$ cat config.mk
export PLATFORM = sky130hd
export DESIGN_NAME = mem_page_addr_gen
export DESIGN_NICKNAME = d
export VERILOG_FILES = /design/src/rtl/page_addr_pkg.sv /design/src/rtl/mem_page_addr_gen.sv
export SDC_FILE = /design/constraint.sdc
export NUM_CORES = 1
export LEC_CHECK = 0
export ABC_CLOCK_PERIOD_IN_PS = 3000
export BUFFER_PORTS_ARGS = -buffer_cell sky130_fd_sc_hd__buf_4
export CAP_MARGIN = 20
export CORE_ASPECT_RATIO = 1.5
export CORE_MARGIN = 8
export CORE_UTILIZATION = 50
export DETAILED_ROUTE_END_ITERATION = 8
export PLACE_DENSITY = 0.82
export SLEW_MARGIN = 20
export SYNTH_ARGS = -nofsm -noshare
export SYNTH_HDL_FRONTEND = slang
export SYNTH_SLANG_ARGS = --single-unit
$ cat constraint.sdc
create_clock -name clk -period 3 [get_ports clk]
set_input_delay 0.3 -clock clk [delete_from_list [all_inputs] [get_ports clk]]
set_output_delay 0.3 -clock clk [all_outputs]
set_load 0.01 [all_outputs]
$ cat src/rtl/page_addr_pkg.sv
// Constants for memory page and vector address generation.
// Assumes a CPU core on the same clock drives every request.
// What this block does
// - First fetch after reset release comes from program address 0000H.
// - Interrupt n vectors to 0003H plus eight times n.
// - Program memory is read only, up to 32K bytes on chip.
// - Program addresses are always carried sixteen bits wide.
// - Memory scheme select low means the legacy paged 1K RAM scheme.
// - Legacy read address is read page low two bits over implied byte.
// - Legacy write address is write page low two bits over implied byte.
// - Paged RAM is four 256-byte windows chosen by page register bits 1:0.
// - Read page register sits at FCH, write page register at FDH.
// - Scheme select high ignores write page; read page serves both.
// - Scheme select high lets external moves reach RAM pages 1 to 6.
// - External move addresses above 2FFh wrap modulo 300h first.
// - Data-pointer external moves take all address bits from the pointer.
// - Register-indirect moves: R0/R1 low byte, port two latch bits 1:0 high.
// - Function page register at FFH: 00H page 0, 01H page 1.
// - Byte-only registers shared; bit registers paged except accumulator, B, status.
// - Port data registers on page 1 only, peripheral control on page 0 only.
package page_addr_pkg;

  // Register offsets in the special-function space
  localparam logic [7:0]  READ_PAGE_OFS     = 8'hFC;
  localparam logic [7:0]  WRITE_PAGE_OFS    = 8'hFD;
  localparam logic [7:0]  FUNC_PAGE_OFS     = 8'hFF;

  // Values after reset
  localparam logic [7:0]  READ_PAGE_RST     = 8'h00;
  localparam logic [7:0]  WRITE_PAGE_RST    = 8'h00;
  localparam logic [7:0]  FUNC_PAGE_RST     = 8'h00;

  // Program memory map
  localparam logic [15:0] RESET_VECTOR      = 16'h0000;
  localparam logic [15:0] VECTOR_BASE       = 16'h0003;
  localparam int          VECTOR_SHIFT      = 3;         // eight-byte spacing
  localparam logic [15:0] ROM_SIZE          = 16'h8000;  // 32K bytes

  // Data memory map
  localparam logic [2:0]  PAGE_LIMIT        = 3'h7;      // first invalid page
  localparam int          PAGE_OFS_BITS     = 7;         // 128 bytes a page
  localparam logic [15:0] XMOVE_WRAP        = 16'h0300;
  localparam logic [9:0]  XMOVE_PAGE_BIAS   = 10'h080;   // one page up

  // Special-function decode
  localparam logic [7:0]  SFR_BASE          = 8'h80;
  localparam logic [7:0]  ACC_OFS           = 8'hE0;
  localparam logic [7:0]  B_OFS             = 8'hF0;
  localparam logic [7:0]  PSW_OFS           = 8'hD0;
  localparam logic [7:0]  FUNC_PAGE0_VAL    = 8'h00;
  localparam logic [7:0]  FUNC_PAGE1_VAL    = 8'h01;

  // Kinds of data access
  typedef enum logic [1:0] {
    ACC_NONE,
    ACC_PAGED,
    ACC_XMOVE
  } access_kind_t;

endpackage

$ cat src/rtl/mem_page_addr_gen.sv
// Program vector, paged RAM and special-function page address generation.
// Sits beside the CPU core on its clock and reset; every request input
// comes from core logic on the same clock, so none is synchronised.
`timescale 1ns/1ps

module mem_page_addr_gen
  import page_addr_pkg::*;
#(
  parameter int IRQ_BITS = 5                                // interrupt index width
) (
  input  wire logic                 clk,                    // CPU clock, 40 MHz
  input  wire logic                 resetn,                 // async reset, active low
  // Program fetch side
  input  wire logic                 fetch_req,              // core wants next code byte
  input  wire logic [15:0]          fetch_pc,               // program counter to fetch
  input  wire logic                 irq_take,               // core vectors to interrupt
  input  wire logic [IRQ_BITS-1:0]  irq_index,              // which interrupt source
  output logic      [15:0]          prog_addr_q,            // 16-bit program address
  output logic                      prog_rd_q,              // one-cycle ROM read strobe
  output logic                      prog_out_of_range_q,    // address beyond on-chip ROM
  // Special-function register port
  input  wire logic                 sfr_wr,                 // SPECIAL_FUNCTION_REGISTER write strobe
  input  wire logic                 sfr_rd,                 // SPECIAL_FUNCTION_REGISTER read strobe
  input  wire logic [7:0]           sfr_addr,               // SPECIAL_FUNCTION_REGISTER direct address
  input  wire logic [7:0]           sfr_wdata,              // SPECIAL_FUNCTION_REGISTER write data
  output logic      [7:0]           sfr_rdata_q,            // read data of this block
  output logic                      sfr_hit_q,              // read hit one of ours
  output logic                      sfr_page_q,             // selected function page
  output logic                      sfr_page1_sel_q,        // decode in page-1 bank
  output logic                      port_data_sel_q,        // port data decode allowed
  output logic                      periph_ctrl_sel_q,      // peripheral decode allowed
  // Data memory side
  input  wire logic                 memory_scheme_select,   // mode bit of cpu_mode_register
  input  wire logic                 data_rd_req,            // internal paged read
  input  wire logic                 data_wr_req,            // internal paged write
  input  wire logic [7:0]           data_addr,              // implied instruction address
  input  wire logic                 xmove_req,              // external-move access
  input  wire logic                 xmove_wr,               // external move is a write
  input  wire logic                 xmove_use_ptr,          // pointer form, else Ri form
  input  wire logic [15:0]          data_pointer_pair,      // 16-bit data pointer
  input  wire logic [7:0]           ri_value,               // R0 or R1 content
  input  wire logic [7:0]           port_two_output_latch,  // port 2 output latch
  output logic      [9:0]           ram_addr_q,             // 10-bit RAM address
  output logic                      ram_rd_q,               // one-cycle RAM read
  output logic                      ram_wr_q,               // one-cycle RAM write
  output logic                      ram_page_invalid_q      // page 7 or above used
);

  import page_addr_pkg::*;

  //////////////////////////////////////////////////////////////////////////////
  // Page registers

  logic [7:0]   read_page_register_q;
  logic [7:0]   write_page_register_q;
  logic [7:0]   function_page_register_q;

  always_ff @(posedge clk or negedge resetn) begin
    if (!resetn) begin
      read_page_register_q <= READ_PAGE_RST;
    end else if (sfr_wr && sfr_addr == READ_PAGE_OFS) begin
      read_page_register_q <= sfr_wdata;
    end
  end

  always_ff @(posedge clk or negedge resetn) begin
    if (!resetn) begin
      write_page_register_q <= WRITE_PAGE_RST;
    end else if (sfr_wr && sfr_addr == WRITE_PAGE_OFS) begin
      write_page_register_q <= sfr_wdata;
    end
  end

  always_ff @(posedge clk or negedge resetn) begin
    if (!resetn) begin
      function_page_register_q <= FUNC_PAGE_RST;
    end else if (sfr_wr && sfr_addr == FUNC_PAGE_OFS) begin
      function_page_register_q <= sfr_wdata;
    end
  end

  //////////////////////////////////////////////////////////////////////////////
  // Register read-back

  logic [7:0]   sfr_rdata_d;
  logic         sfr_hit_d;

  // Returns stored value whole, so software sees what it wrote
  always_comb begin
    sfr_rdata_d = 8'h00;
    sfr_hit_d   = 1'b0;
    if (sfr_rd) begin
      unique case (sfr_addr)
        READ_PAGE_OFS: begin
          sfr_rdata_d = read_page_register_q;
          sfr_hit_d   = 1'b1;
        end
        WRITE_PAGE_OFS: begin
          sfr_rdata_d = write_page_register_q;
          sfr_hit_d   = 1'b1;
        end
        FUNC_PAGE_OFS: begin
          sfr_rdata_d = function_page_register_q;
          sfr_hit_d   = 1'b1;
        end
        default: begin
          sfr_rdata_d = 8'h00;
          sfr_hit_d   = 1'b0;
        end
      endcase
    end
  end

  // Read data registered one cycle after the strobe
  always_ff @(posedge clk or negedge resetn) begin
    if (!resetn) begin
      sfr_rdata_q <= 8'h00;
      sfr_hit_q   <= 1'b0;
    end else begin
      sfr_rdata_q <= sfr_rdata_d;
      sfr_hit_q   <= sfr_hit_d;
    end
  end

  //////////////////////////////////////////////////////////////////////////////
  // Special-function page decode

  logic         func_page1;
  logic         sfr_bit_reg;
  logic         sfr_shared_bit;
  logic         page1_sel_d;

  // 01H picks page 1; any other value is treated as page 0
  assign func_page1 = (function_page_register_q == FUNC_PAGE1_VAL);

  // Bit-addressable registers sit on multiples of eight from 80H
  assign sfr_bit_reg    = (sfr_addr >= SFR_BASE) && (sfr_addr[2:0] == 3'h0);
  assign sfr_shared_bit = (sfr_addr == ACC_OFS) || (sfr_addr == B_OFS) || (sfr_addr == PSW_OFS);

  // Only paged bit registers follow the page
  assign page1_sel_d = func_page1 && sfr_bit_reg && !sfr_shared_bit;

  // Decode bank for the register file
  // Port data on page 1, peripherals on page 0
  always_ff @(posedge clk or negedge resetn) begin
    if (!resetn) begin
      sfr_page_q        <= 1'b0;
      sfr_page1_sel_q   <= 1'b0;
      port_data_sel_q   <= 1'b0;
      periph_ctrl_sel_q <= 1'b1;
    end else begin
      sfr_page_q        <= func_page1;
      sfr_page1_sel_q   <= page1_sel_d;
      port_data_sel_q   <= func_page1;
      periph_ctrl_sel_q <= !func_page1;
    end
  end

  //////////////////////////////////////////////////////////////////////////////
  // Program address

  logic [15:0]  vector_addr;
  logic [15:0]  irq_ext;

  // Vectors at 0003H, 000BH, 0013H, 001BH and onward
  assign irq_ext     = 16'(irq_index);
  assign vector_addr = VECTOR_BASE + (irq_ext << VECTOR_SHIFT);

  // Reset value is the reset vector
  always_ff @(posedge clk or negedge resetn) begin
    if (!resetn) begin
      prog_addr_q <= RESET_VECTOR;
    end else if (irq_take) begin
      prog_addr_q <= vector_addr;
    end else if (fetch_req) begin
      prog_addr_q <= fetch_pc;
    end
  end

  // Read strobe only; ROM has no write path
  always_ff @(posedge clk or negedge resetn) begin
    if (!resetn) begin
      prog_rd_q           <= 1'b0;
      prog_out_of_range_q <= 1'b0;
    end else if (irq_take) begin
      prog_rd_q           <= 1'b1;
      prog_out_of_range_q <= (vector_addr >= ROM_SIZE);
    end else begin
      prog_rd_q           <= fetch_req;
      prog_out_of_range_q <= fetch_req && (fetch_pc >= ROM_SIZE);
    end
  end

  //////////////////////////////////////////////////////////////////////////////
  // Data address

  logic [15:0]  xmove_raw;
  logic [15:0]  xmove_wrapped;
  logic [9:0]   xmove_ram;
  logic [7:0]   paged_sel;
  logic         paged_wr;
  logic [9:0]   paged_ram;
  access_kind_t kind;

  // Pointer form takes all sixteen bits
  // Ri form: port latch bits 1:0 over Ri
  assign xmove_raw = xmove_use_ptr ? data_pointer_pair
                                   : {6'h00, port_two_output_latch[1:0], ri_value};

  // Wrap into the 300h window; constant divisor keeps it a fixed network
  assign xmove_wrapped = xmove_raw % XMOVE_WRAP;

  // Pages 1 to 6 reachable by moves
  // Page is address/128 plus one, offset modulo 128
  assign xmove_ram = xmove_wrapped[9:0] + XMOVE_PAGE_BIAS;

  // Scheme select low is the legacy scheme
  // High: read page serves writes too
  assign paged_wr  = data_wr_req && !data_rd_req;
  assign paged_sel = (paged_wr && !memory_scheme_select) ? write_page_register_q
                                                         : read_page_register_q;

  assign paged_ram = {paged_sel[1:0], data_addr};

  // External moves count only in the alternate scheme; paged access otherwise
  always_comb begin
    if (xmove_req && memory_scheme_select) begin
      kind = ACC_XMOVE;
    end else if (data_rd_req || data_wr_req) begin
      kind = ACC_PAGED;
    end else begin
      kind = ACC_NONE;
    end
  end

  // Page register chooses the working page of paged accesses; moves take it from the address
  always_ff @(posedge clk or negedge resetn) begin
    if (!resetn) begin
      ram_addr_q <= 10'h000;
      ram_rd_q   <= 1'b0;
      ram_wr_q   <= 1'b0;
    end else begin
      unique case (kind)
        ACC_XMOVE: begin
          ram_addr_q <= xmove_ram;
          ram_rd_q   <= !xmove_wr;
          ram_wr_q   <= xmove_wr;
        end
        ACC_PAGED: begin
          ram_addr_q <= paged_ram;
          ram_rd_q   <= !paged_wr;
          ram_wr_q   <= paged_wr;
        end
        ACC_NONE: begin
          ram_rd_q   <= 1'b0;
          ram_wr_q   <= 1'b0;
        end
      endcase
    end
  end

  // Flag page 7 and above; software must avoid them
  always_ff @(posedge clk or negedge resetn) begin
    if (!resetn) begin
      ram_page_invalid_q <= 1'b0;
    end else begin
      ram_page_invalid_q <= (kind == ACC_PAGED) && (paged_sel >= {5'h00, PAGE_LIMIT});
    end
  end

endmodule // mem_page_addr_gen

==> flow_results.org, run 1 <==
** Status
- Outcome :: completed

** Route
- Drt via density :: 5.686
- For this block, wires on met1 add up to 3612 µm.
- DR vias :: 3,133
- DRC violations left :: 0
- Routed length per instance :: 18.01 µm
- Summed over all nets, wire length on met2 after detailed routing comes to about 5500 µm.
- Wire length on met3 :: 545 µm
- Violation count after the first detailed-route iteration :: 131
- The first TritonRoute pass finished after 5 iterations.
- Wirelength, routed :: 9921 µm
- Once detail routing completed, the nets flagged for antenna violations numbered 0.
- After detailed routing, no signal wire sits above met4.

** Die
- The initial utilization of the core area, before any placement, comes to 51.72%.
- The die covers 10,090 µm².
- Die width :: 84.74 µm
- The die is 119.1 µm tall.
- The initialized floorplan defines 37 standard-cell rows.
- Ports :: 133
- Core outline area :: 6852 µm²

** Global route
- The via count of the first global-routing pass came to 3,273.
- Across every metal layer, demand over resource in global routing totals 19.60%.
- Pin count of the biggest net entering global routing :: between 60 and 70
- For this run the aggregate overflow at the end of global routing stands at 0.
- The first global-routing pass estimated 15,980 µm of wire.
- The number of antenna violations at the first check in global routing was 0.

** Synthesis
- In this run the mean area of a mapped cell was 10.21 µm².
- In the synthesized netlist, the number of instances is 347.
- Post-synth design cell area :: 3543 µm²
- Netlist cell types :: 55
- Counting flops with an async set or reset pin after synthesis yields a share of between 90% and 100%.
- In this run, synthesis inferred 0 flip-flops with an integrated enable.
- For this run, the leading register cell type out of synthesis is dfrtp_1.
- Synth Register Bits :: between 60 and 70
- The number of nets in the synthesized netlist is 437.
- Sequential cells were found to cover 47.35% of the synthesized design area.
- Number of warnings printed during yosys synthesis :: 0

** Placement
- Summed over all nets, the half-perimeter wirelength after detailed placement is 7502 µm.
- Port Buffer Count :: 126
- Once placement finished, the instance area stood at around 4500 µm².
- Routability-driven placement finished with a final weighted congestion of 0.8588.
- Pre-CTS worst setup slack :: 254.9 ps

** Pwr
- Cell-internal power :: 0.001633 W
- Overall power consumption :: 0.002208 W
- Of the total power, registers draw approximately 45%.
- The share of total power dissipated in the clock network is between 30% and 40%.
- Summed over all cells, the static leakage comes to ~2.3 nW.
- Total power divided by cell area :: about 470 nW/µm²
- Across the VDD grid, the largest voltage drop is 0.5451 mV.
- Power spent charging and discharging nets :: 0.0005750 W
- Net switching is 26.04% of the power.
- Per report_power, the combinational group accounts for 18.3% of the total.

** Finish
- Cells with a size suffix above 1 make up 39.53% of the layout.
- The net count of the finished layout is around 560.
- In the layout the commonest cells are buf_4 (128), dfrtp_1 (66), nand2_1 (40).
- Post-route design area :: 4728 µm²
- Antenna diode count :: 0
- From synthesis to final layout, the design area changed by 33.44%.
- Most common library cell in the layout ignoring fill and taps :: buf_4

** Timing
- Setup violation total in the final timing report :: 0
- In the final timing run, aggregate negative setup slack is 0 ps.
- Final worst-path cycle share :: 80.32%
- Setup repair after global routing left no endpoint under its margin.
- Tightest Pin Transition :: 817.3 ps
- Between clock sinks in the finished design, the worst skew comes to between 7 and 8 ps.
- The number of pins with negative max-slew slack in the final report was 0.
- Max Clk Rate :: 415.0 MHz
- Hold Fails Final Rpt :: 0
- Final worst path period need :: 2410 ps
- Measured against its own limit, the worst slew margin works out to 45.52%.
- Setup slack on the critical path of the routed design comes to roughly 590 ps.

** Worst setup path
- Classification of the worst setup path :: input port to flop
- Data required, critical path :: ~3300 ps
- The worst setup path is launched from an input port.
- Along the worst path, the maximum fanout reaches 15.
- Max stage delay on crit path :: 440 ps
- Data arrival at the endpoint of the critical path :: roughly 2700 ps
- Among all stages on the critical path, the largest delay is contributed by or3b_2.
- CP cell instances :: buf_4 > mux2_2 > nand2_1 > mux2i_1 > o2111ai_1 > a211o_1 > o2111ai_1 > ha_1 > nand2b_1 > nor4b_1 > or3b_2 > mux2i_1
- Worst-case reg-to-reg path depth :: 5
- The worst setup path is captured at a flop.

** CTS
- Counting along the longest clock path gives a buffer depth of 2.
- Sink Count :: 67
- After clock tree synthesis, the flow added hold-fix buffers numbering 0.
- At the later pin of the worst-skew pair, clock insertion delay measures 330 ps.
- Number of instances resized during post-cts repair :: 0
- After clock tree synthesis, the setup repair step added 0 buffers.
- The root buffer cell chosen for the clock tree is clkbuf_8.
- Clock input transition at the sequential cells of the worst setup and hold paths :: 70 ps
- TritonCTS built the clock tree.
- Number of H-tree levels :: 3
- In this run, CTS created clock tree buffers numbering 9.

** Min path
- Class of the worst hold path :: input port to async pin

** Run
- The tool flagged a number of max-cap violations equal to 0.
## cell families (layout without fill, tap and decap cells)
logic type               Yosys count  in the layout  share of synthesized area [%]
AO/OA/AOI/OAI                     71             71                          14.16
XOR/XNOR                           4              4                         0.9889
adder cells (fa/ha/maj)            1              1                         0.3531
buffers and inverters             24            150                          3.178
flip-flops                        67             67                          47.35
multiplexers                      52             52                          15.93
AND/OR/NAND/NOR                  128            128                          18.04
## registers in the layout, summed over array words and instances, names as in the netlist, 8 cells and up
signal	cells
prog_addr_q	16
ram_addr_q	10
function_page_register_q	8
read_page_register_q	8
sfr_rdata_q	8
write_page_register_q	8
## synthesized netlist by cell type, types with 3 or more instances
cell      instances  share of area, %
a31oi_1          10               1.8
inv_1             6              0.64
nor3_1            3              0.42
nor3b_1           3              0.64
nand2_1          40               4.2
a22oi_1          11               2.3
a211oi_1          8               1.7
xnor2_1           3              0.74
nor2b_1          13               2.3
nand2b_1         11               1.9
dfrtp_1          66                47
nor2_1           28               3.0
clkbuf_1          8              0.85
o22ai_1           4              0.71
mux2i_1          17               4.8
nand4_1           3              0.53
a211o_1           4              0.99
or2_2             3              0.53
buf_1             3              0.32
o21ai_0          16               2.3
mux2_2           35                11
nand3_1          10               1.4
buf_2             3              0.42
buf_4             3              0.64
## critical path: cells and delay by family
kind / cells / cell delay (ps)
buf+inv: 1 / 170
simple gates: 4 / 750
mux: 3 / 710
fa+ha+maj: 1 / 200
compound gates: 3 / 540
## routing by layer
layer  up-vias  track usage, %
met3        26           4.749
li1       1496               -
met4         0           7.839
met5         -               0
met2       123           36.75
met1      1488           20.14
## stage by stage
| step | hold slack, ps | cells | utilization, % |
|---|---|---|---|
| floorplan | 4.409 | 347 | - |
| detailed placement | 453.6 | 535 | 65.85 |
| CTS | 89.29 | 551 | 69.01 |
| finish | 56.93 | 551 | 69.01 |
| global route | 119.6 | 551 | 69.01 |
| global placement | 448.0 | 535 | 65.85 |
## area by class of cell
type	instances	area (µm²)
clock buffer	10	127.6
clock inverter	6	88.84
fill	532	2123
inverter	6	22.52
multi-input combinational	256	1753
sequential	67	1678
tap	78	97.59
timing repair buffer	128	960.9
## power by group through the flow
stage	logic [W]	clock network (W)	registers (W)
floorplan	0.000182	0	0.00102
global placement	0.000395	0	0.00100
detailed placement	0.000405	0	0.00100
CTS	0.000408	0.000830	0.000988
global route	0.000442	0.000865	0.000995
finish	0.000404	0.000815	0.000989
## worst paths after layout
check,from,to,slack (ps)
setup / recovery,xmove_use_ptr,ram_addr_q[9],590
hold / removal,resetn,ram_addr_q[0],60
setup reg to reg,read_page_register_q[1],ram_addr_q[9],1440
hold reg to reg,prog_addr_q[11],prog_addr_q[11],530
max in group asynchronous,resetn,prog_addr_q[6],2410
min in group clk,fetch_pc[1],prog_addr_q[1],170
Power figures use the tool's default switching activity.
==> run 2, diff against run 1 <==
ABC_CLOCK_PERIOD_IN_PS = 2400   (was 3000)
CORE_UTILIZATION = 49   (was 50)
PLACE_DENSITY = 0.81   (was 0.82)
clock period = 2.4 ns   (was 3 ns; I/O delays follow)
==> run 2 against run 1 <==
Hold slack worse by 53 ps; wire length up 0.39%; clock-buffer cell count unchanged; largest cell class unchanged; highest routed layer unchanged.
==> flow_results.org, run 2 (synthesis gave the netlist of run 1 again) <==
** CTS
- CTS max path bufs :: 2
- After clock tree synthesis, the repair step resized 0 gates.
- Post-CTS Setup Bufs :: 0
- Clock-pin slew was measured on the worst setup and hold paths at 70 ps.
- CTS built an H-tree with a depth of 3.
- CTS placed an instance of clkbuf_8 at the clock tree root.
- TritonCTS built the clock tree.
- Cts-stage hold buffer count :: 0
- Clock tree synthesis inserted a total of 9 buffers.
- Counting every sink on the clock net gives 67.
- For the worst-skew pair, the clock arrives at the later sink with an insertion delay of ~340 ps.

** Timing
- The number of hold-slack violations in the final timing report was 0.
- Setup violations remaining at the end of the flow were counted as 0.
- Measured against its own limit, the worst slew margin works out to between 40% and 50%.
- Final count of pins violating max slew :: 0
- After layout, the worst setup slack is slightly below 200 ps.
- Max Clk Rate :: 454.1 MHz
- Clock Skew :: 15.79 ps
- Hold is met by 3.537 ps.
- Setup repair after global routing missed its margin :: false
- In the finished design, the share of the clock period the worst path needs comes to 91.76%.
- At the pin with the least slew margin, the transition time is 821.3 ps.
- Final worst path period need :: 2202 ps

** Route
- For this block, the initial DRC count from the detailed router was ~120.
- Routed length per instance :: 17.57 µm
- Detailed Routing Iterations Pass 1 :: 5
- Wirelength, routed :: 9960 µm
- Drt via density :: 5.631
- DR vias :: 3,193
- Post-route antenna net violation count :: 0
- DRC violations left :: 0

** Worst setup path
- Kind of end point of the critical path :: flop
- STA puts the critical path data required time at 2650 ps.
- Crit start category :: input port
- CP bufs+invs :: 1
- Worst-case reg-to-reg path depth :: 5
- The kind of cell with the highest combined delay along the critical path is simple AND/OR/NAND/NOR gates.
- The worst setup path is of the input port to flop kind.
- Critical-path top delay cell :: or3b_2
- The worst register-to-register path begins at read_page_register_q[1].
- Data arrival at the endpoint of the critical path :: 2460 ps
- End of the worst register-to-register path :: ram_addr_q[9]
- Across all register-to-register paths, the minimum setup slack is a little under 800 ps.
- On the worst path, the slowest cell contributes a delay of 440 ps.
- CP cell instances :: buf_4 > mux2_2 > nand2_1 > mux2i_1 > o2111ai_1 > a211o_1 > o2111ai_1 > ha_1 > nand2b_1 > nor4b_1 > or3b_2 > mux2i_1
- Largest driver fanout on the critical path :: 4

** Die
- Initial Utilization :: 49.68%
- In this run the horizontal extent of the chip is 85.44 µm.
- Vertical die dimension :: 120.2 µm
- Standard-cell row count :: 38
- The region available for standard cell placement spans just over 7000 µm².
- 133 I/O pins were placed.
- Area of the die :: slightly above 10,000 µm²

** Finish
- Relative to the synthesized area, the layout overhead comes to 36.48%.
- Summing all flip-flop and latch instances after layout gives roughly 1700 µm².
- Commonest cells after routing, fill and taps aside :: buf_4 (142), dfrtp_1 (66), nand2_1 (40)
- Number of fill cells :: 563
- Antenna diode count :: 0
- The register with the most flip-flops in the final layout is prog_addr_q.
- Fraction of layout instances using a drive strength above 1 :: 41.27%
- In the final layout, the multi-input gates occupy 1753 µm².
- The register with the most flip-flops in the layout has 16 of them.
- In the final layout, the registers with the most flip-flops are prog_addr_q x16, ram_addr_q x10.
- Most common library cell in the layout ignoring fill and taps :: buf_4
- The net count of the finished layout is between 500 and 600.

** Global route
- The first global-routing pass estimated 16,350 µm of wire.
- Number of global-route vias before repair :: 3,350
- The number of antenna violations at the first check in global routing was 0.
- Overall routing resource usage :: 19.90%
- Global routing finished with a remaining overflow of 0.
- Pin count of the biggest net entering global routing :: 68

** Placement
- At the end of routability-driven placement, the weighted congestion stood at 0.9618.
- Port Buffer Count :: about 130
- Detailed placement ended at an HPWL of a little under 8000 µm.
- Pre-CTS worst setup slack :: -152.6 ps

** Pwr
- Maximum vdd ir drop :: 0.4407 mV
- Static Leak :: around 2.4 nW
- Dividing total power by cell area gives a power density of 575.1 nW/µm².

** Min path
- The min-delay analysis places its worst path in the category input port to async pin.

** Run
- Max_cap viols :: 0

** Status
- Outcome :: completed
-- run 2: changes by cell type in the layout (fill, tap and decap cells not counted) --
cell	change
buf_4	+14
-- run 2: per-stage QoR --
stage          power (W)  TNS [ps]  util, %  area, µm²  cells
2_1_floorplan   0.001497         0        -       3545    347
3_3_place_gp    0.001764    -97.45    64.77       4619    551
3_5_place_dp    0.001782    -152.6    64.77       4619    551
4_1_cts         0.002804         0    67.81       4836    567
5_1_grt         0.002921         0    67.81       4836    567
6_report        0.002781         0    67.81       4836    567
-- run 2: worst max path at each step --
stage / startpoint / endpoint / slack, ps / depth (start not counted)
finish: xmove_use_ptr / ram_addr_q[9] / 200 / 12
global route: xmove_use_ptr / ram_addr_q[9] / 30 / 12
CTS: xmove_use_ptr / ram_addr_q[9] / 180 / 12
detailed placement: xmove_use_ptr / ram_addr_q[9] / -150 / 12
global placement: xmove_use_ptr / ram_addr_q[9] / -100 / 12
floorplan: xmove_use_ptr / ram_addr_q[9] / 0.1 / 12
-- run 2: final cells by class --
| class | instances | share of cell area [%] |
|---|---|---|
| Multi-Input combinational cell | 256 | 36.25 |
| Sequential cell | 67 | 34.70 |
| Timing Repair Buffer | 142 | 22.04 |
| Clock buffer | 10 | 2.639 |
| Tap cell | 80 | 2.070 |
| Clock inverter | 6 | 1.837 |
| Inverter | 6 | 0.4657 |
-- run 2: routing by layer --
layer / GRT usage [%] / share of wire, % / routed length (µm) / up-vias
li1: - / - / - / 1528
met1: 19.91 / 36 / 3621 / 1537
met2: 37.07 / 56 / 5534 / 104
met3: 5.133 / 4.5 / 450 / 24
met4: 9.141 / 3.6 / 354 / 0
met5: 0 / 0 / 0 / -
-- run 2: power breakdown --
group / switching, W / internal (W)
clock network: 0.000435 / 0.000587
logic: 0.000248 / 0.000276
registers: 0.0000422 / 0.00119
total: 0.000725 / 0.00206
==> run 3, diff against run 2 <==
ABC_AREA = 1   (was unset)
CORE_UTILIZATION = 48   (was 49)
REMOVE_ABC_BUFFERS = 1   (was unset)
==> run 3 against run 2 <==
Synthesized cell count increased by 13%; sequential cell count did not move; cell count rose by 7.2%; highest routed layer unchanged; die area decreased by 5.1%; global-route usage shrank 1.3 points; clock-buffer cell count unchanged; the flow now finishes with violations (negative hold slack).
==> flow_results.org, run 3 <==
** Synthesis
- Synth top area cells :: dfrtp_1 (51%), nand2_1 (12%), inv_1 (6.0%)
- Among all flip-flop cells after synthesis, the most frequent one is dfrtp_1.
- Area fraction of the dominant cell type after synthesis :: about 51%
- For this run, the number of Yosys warnings is 0.
- nand2_1 is the most common cell in the netlist.
- Ranked by instance count, the synthesized netlist is headed by nand2_1 (100), dfrtp_1 (66), inv_1 (52).
- Portion of the post-synthesis area used by sequential elements :: 51.44%
- Each instance of the synthesized netlist takes up on average 8.342 µm².
- Synth async-reset ratio :: 100.0%
- Post-synth design cell area :: 3262 µm²
- Synthesis handed over a netlist of 391 instances.
- Synthesis inferred 67 register bits.
- The netlist uses 37 different library cells.
- Count of flip-flops with a built-in enable after synthesis :: 0
- dfrtp_1 takes more of the synthesized area than any other cell.

** CTS
- In this run the number of H-tree levels came out at 3.
- Post-CTS Setup Bufs :: 0
- Clock input transition at the sequential cells of the worst setup and hold paths :: 70 ps
- Number of instances resized during post-cts repair :: 0
- Sink Count :: 67
- CTS root buffer :: clkbuf_8
- Cts-stage hold buffer count :: 0
- For the worst-skew pair, the clock arrives at the later sink with an insertion delay of 340 ps.
- TritonCTS built the clock tree.
- Number of buffers added by the clock tree synthesis step :: 9
- CTS max path bufs :: 2

** Die
- The die covers slightly below 10,000 µm².
- The floorplan has 37 rows.
- Die width :: 83.31 µm
- The floorplan step set the die height to 117.0 µm.
- Ports :: between 100 and 150
- For this configuration, the core starts out at a cell density of 48.59%.
- The floorplan step defined a core boundary enclosing 6713 µm².

** Timing
- The number of pins with negative max-slew slack in the final report is 0.
- Final worst path period need :: 2047 ps
- Tightest Pin Transition :: ~810 ps
- On the final layout, the worst hold slack is -17.67 ps.
- Setup repair after global routing left no endpoint under its margin.
- Setup violations remaining at the end of the flow were counted as 0.
- Final worst-path cycle share :: 85.29%
- Clock Skew :: 7.125 ps
- The number of hold-slack violations in the final timing report came to 10.
- Setup total negative slack on the finished layout was measured at 0 ps.
- For this run, the top clock speed supported by timing is slightly below 500 MHz.
- The worst pin sits at a relative slew slack of 46.29%.

** Worst setup path
- The worst setup path is captured at a flop.
- Data arrival at the endpoint of the critical path :: ~2300 ps
- The number of cells on the worst reg-to-reg path is 5.
- At the worst endpoint, the required time is 2620 ps.
- Crit start category :: input port
- For flop-to-flop paths, the worst setup slack is 1100 ps.
- End of the worst register-to-register path :: sfr_page1_sel_q
- Largest driver fanout on the critical path :: 14
- FF-to-FF Start :: function_page_register_q[2]
- The worst setup path is of the input port to flop kind.

** Finish
- The register with the most flip-flops in the final layout is prog_addr_q.
- Layout-stage area growth over the synthesis result :: 39.55%
- Fraction of layout instances using a drive strength above 1 :: between 30% and 40%
- Antenna diode count :: 0
- Commonest cells after routing, fill and taps aside :: buf_4 (134), nand2_1 (100), dfrtp_1 (66)
- Flip-flop count of the largest register, all copies and words added :: 16
- Most common library cell in the layout ignoring fill and taps :: buf_4
- For this run, the share of the core covered by cells in the final layout is 67.81%.
- Number of fill cells :: 560
- The largest registers in the layout are prog_addr_q x16, ram_addr_q x10.
- The net count of the finished layout is 615.

** Global route
- The number of antenna violations at the first check in global routing is 0.
- The first global-routing pass estimated roughly 15,000 µm of wire.
- Global routing finished with a remaining overflow of 0.
- Entering global routing, the biggest net connects between 60 and 70 pins.
- Number of global-route vias before repair :: 3,346
- Overall routing resource usage :: 18.64%

** Route
- Drt via density :: ~5.2
- In this run, the number of DRC markers left after iteration 0 of detailed routing was 130.
- The detail route stage leaves a number of antenna-violating nets equal to 0.
- The routed design has 9164 µm of wire.
- Dividing the detail-routed wire length by the instance count gives 15.07 µm.
- Detailed Routing Iterations Pass 1 :: 4
- DRC violations left :: 0
- Across all layers, the routed design uses 3,184 vias.

** Min path
- Class of the worst hold path :: input port to async pin

** Run
- Across the run, the number of max-cap violations was 0.

** Placement
- Buffers placed on the I/O ports in this run total around 130.
- Post-DP HPWL :: 7234 µm
- Final weighted congestion in routability-driven placement :: 0.9159

** Pwr
- Maximum vdd ir drop :: roughly 0.45 mV
- Static Leak :: 2.463 nW
- Total power divided by cell area :: 622.6 nW/µm²

** Status
- Violated checks :: negative hold slack
- The flow ran to the end, but the final reports show violations.
-- run 3: how the worst max path moves through the flow --
stage	start	end	slack, ps	cells past startpoint
2_1_floorplan	data_pointer_pair[14]	ram_addr_q[8]	380	18
3_3_place_gp	xmove_use_ptr	ram_addr_q[8]	130	19
3_5_place_dp	xmove_use_ptr	ram_addr_q[8]	40	19
4_1_cts	xmove_use_ptr	ram_addr_q[8]	360	19
5_1_grt	xmove_use_ptr	ram_addr_q[8]	160	19
6_report	xmove_use_ptr	ram_addr_q[8]	350	19
-- run 3: area by class of cell --
class                      count  area, µm²  area share (%)
clock inverter                 6      113.9           2.501
inverter                      57      214.0           4.700
timing repair buffer         134       1006           22.10
tap                           78      97.59           2.144
multi-input combinational    256       1315           28.89
sequential                    67       1678           36.86
clock buffer                  10      127.6           2.804
-- run 3: logic make-up (layout without fill, tap and decap cells) --
group	count (synthesis)	after routing	share of synthesized area (%)
simple gates	180	180	24.24
compound gates	69	69	13.62
buf+inv	68	207	8.247
flops	67	67	51.44
mux	6	6	2.071
fa+ha+maj	1	1	0.3835
-- run 3: through the flow --
step	total power (W)	cells	setup slack (ps)	hold slack [ps]	instance area, µm²
final	0.002834	608	352.9	-17.67	4552
after CTS	0.002861	608	357.5	12.07	4552
after global placement	0.001722	592	126.0	385.4	4310
after global routing	0.002967	608	157.4	58.70	4552
after floorplan	0.001465	380	384.7	-55.59	3207
after detailed placement	0.001743	592	38.19	386.6	4310
-- run 3: routing by layer --
layer  GRT usage, %  vias to the layer above  routed length [µm]
li1               -                     1546                   -
met1          18.56                     1496                3284
met2          34.29                      117                5005
met3          6.163                       25                 617
met4          8.824                        0                 257
met5              0                        -                   0
-- run 3: report_power, final --
part | switching (W) | internal [W]
logic | 0.000248 | 0.000230
clock network | 0.000423 | 0.000692
registers | 0.0000379 | 0.00120
total | 0.000710 | 0.00212
-- run 3: worst max-delay path, stage by stage --
cell and delay, ps:
buf_4 170, nand2_1 60, inv_1 60, nand3_1 70
nand2_2 80, inv_2 40, o21ai_2 150, nand2_2 90
o21ai_2 160, inv_2 70, o21bai_4 130, nand2_4 70
nand3_1 120, nand2_1 60, a21oi_1 120, a21oi_1 60
ha_1 290, a21oi_1 130, o21ai_0 110
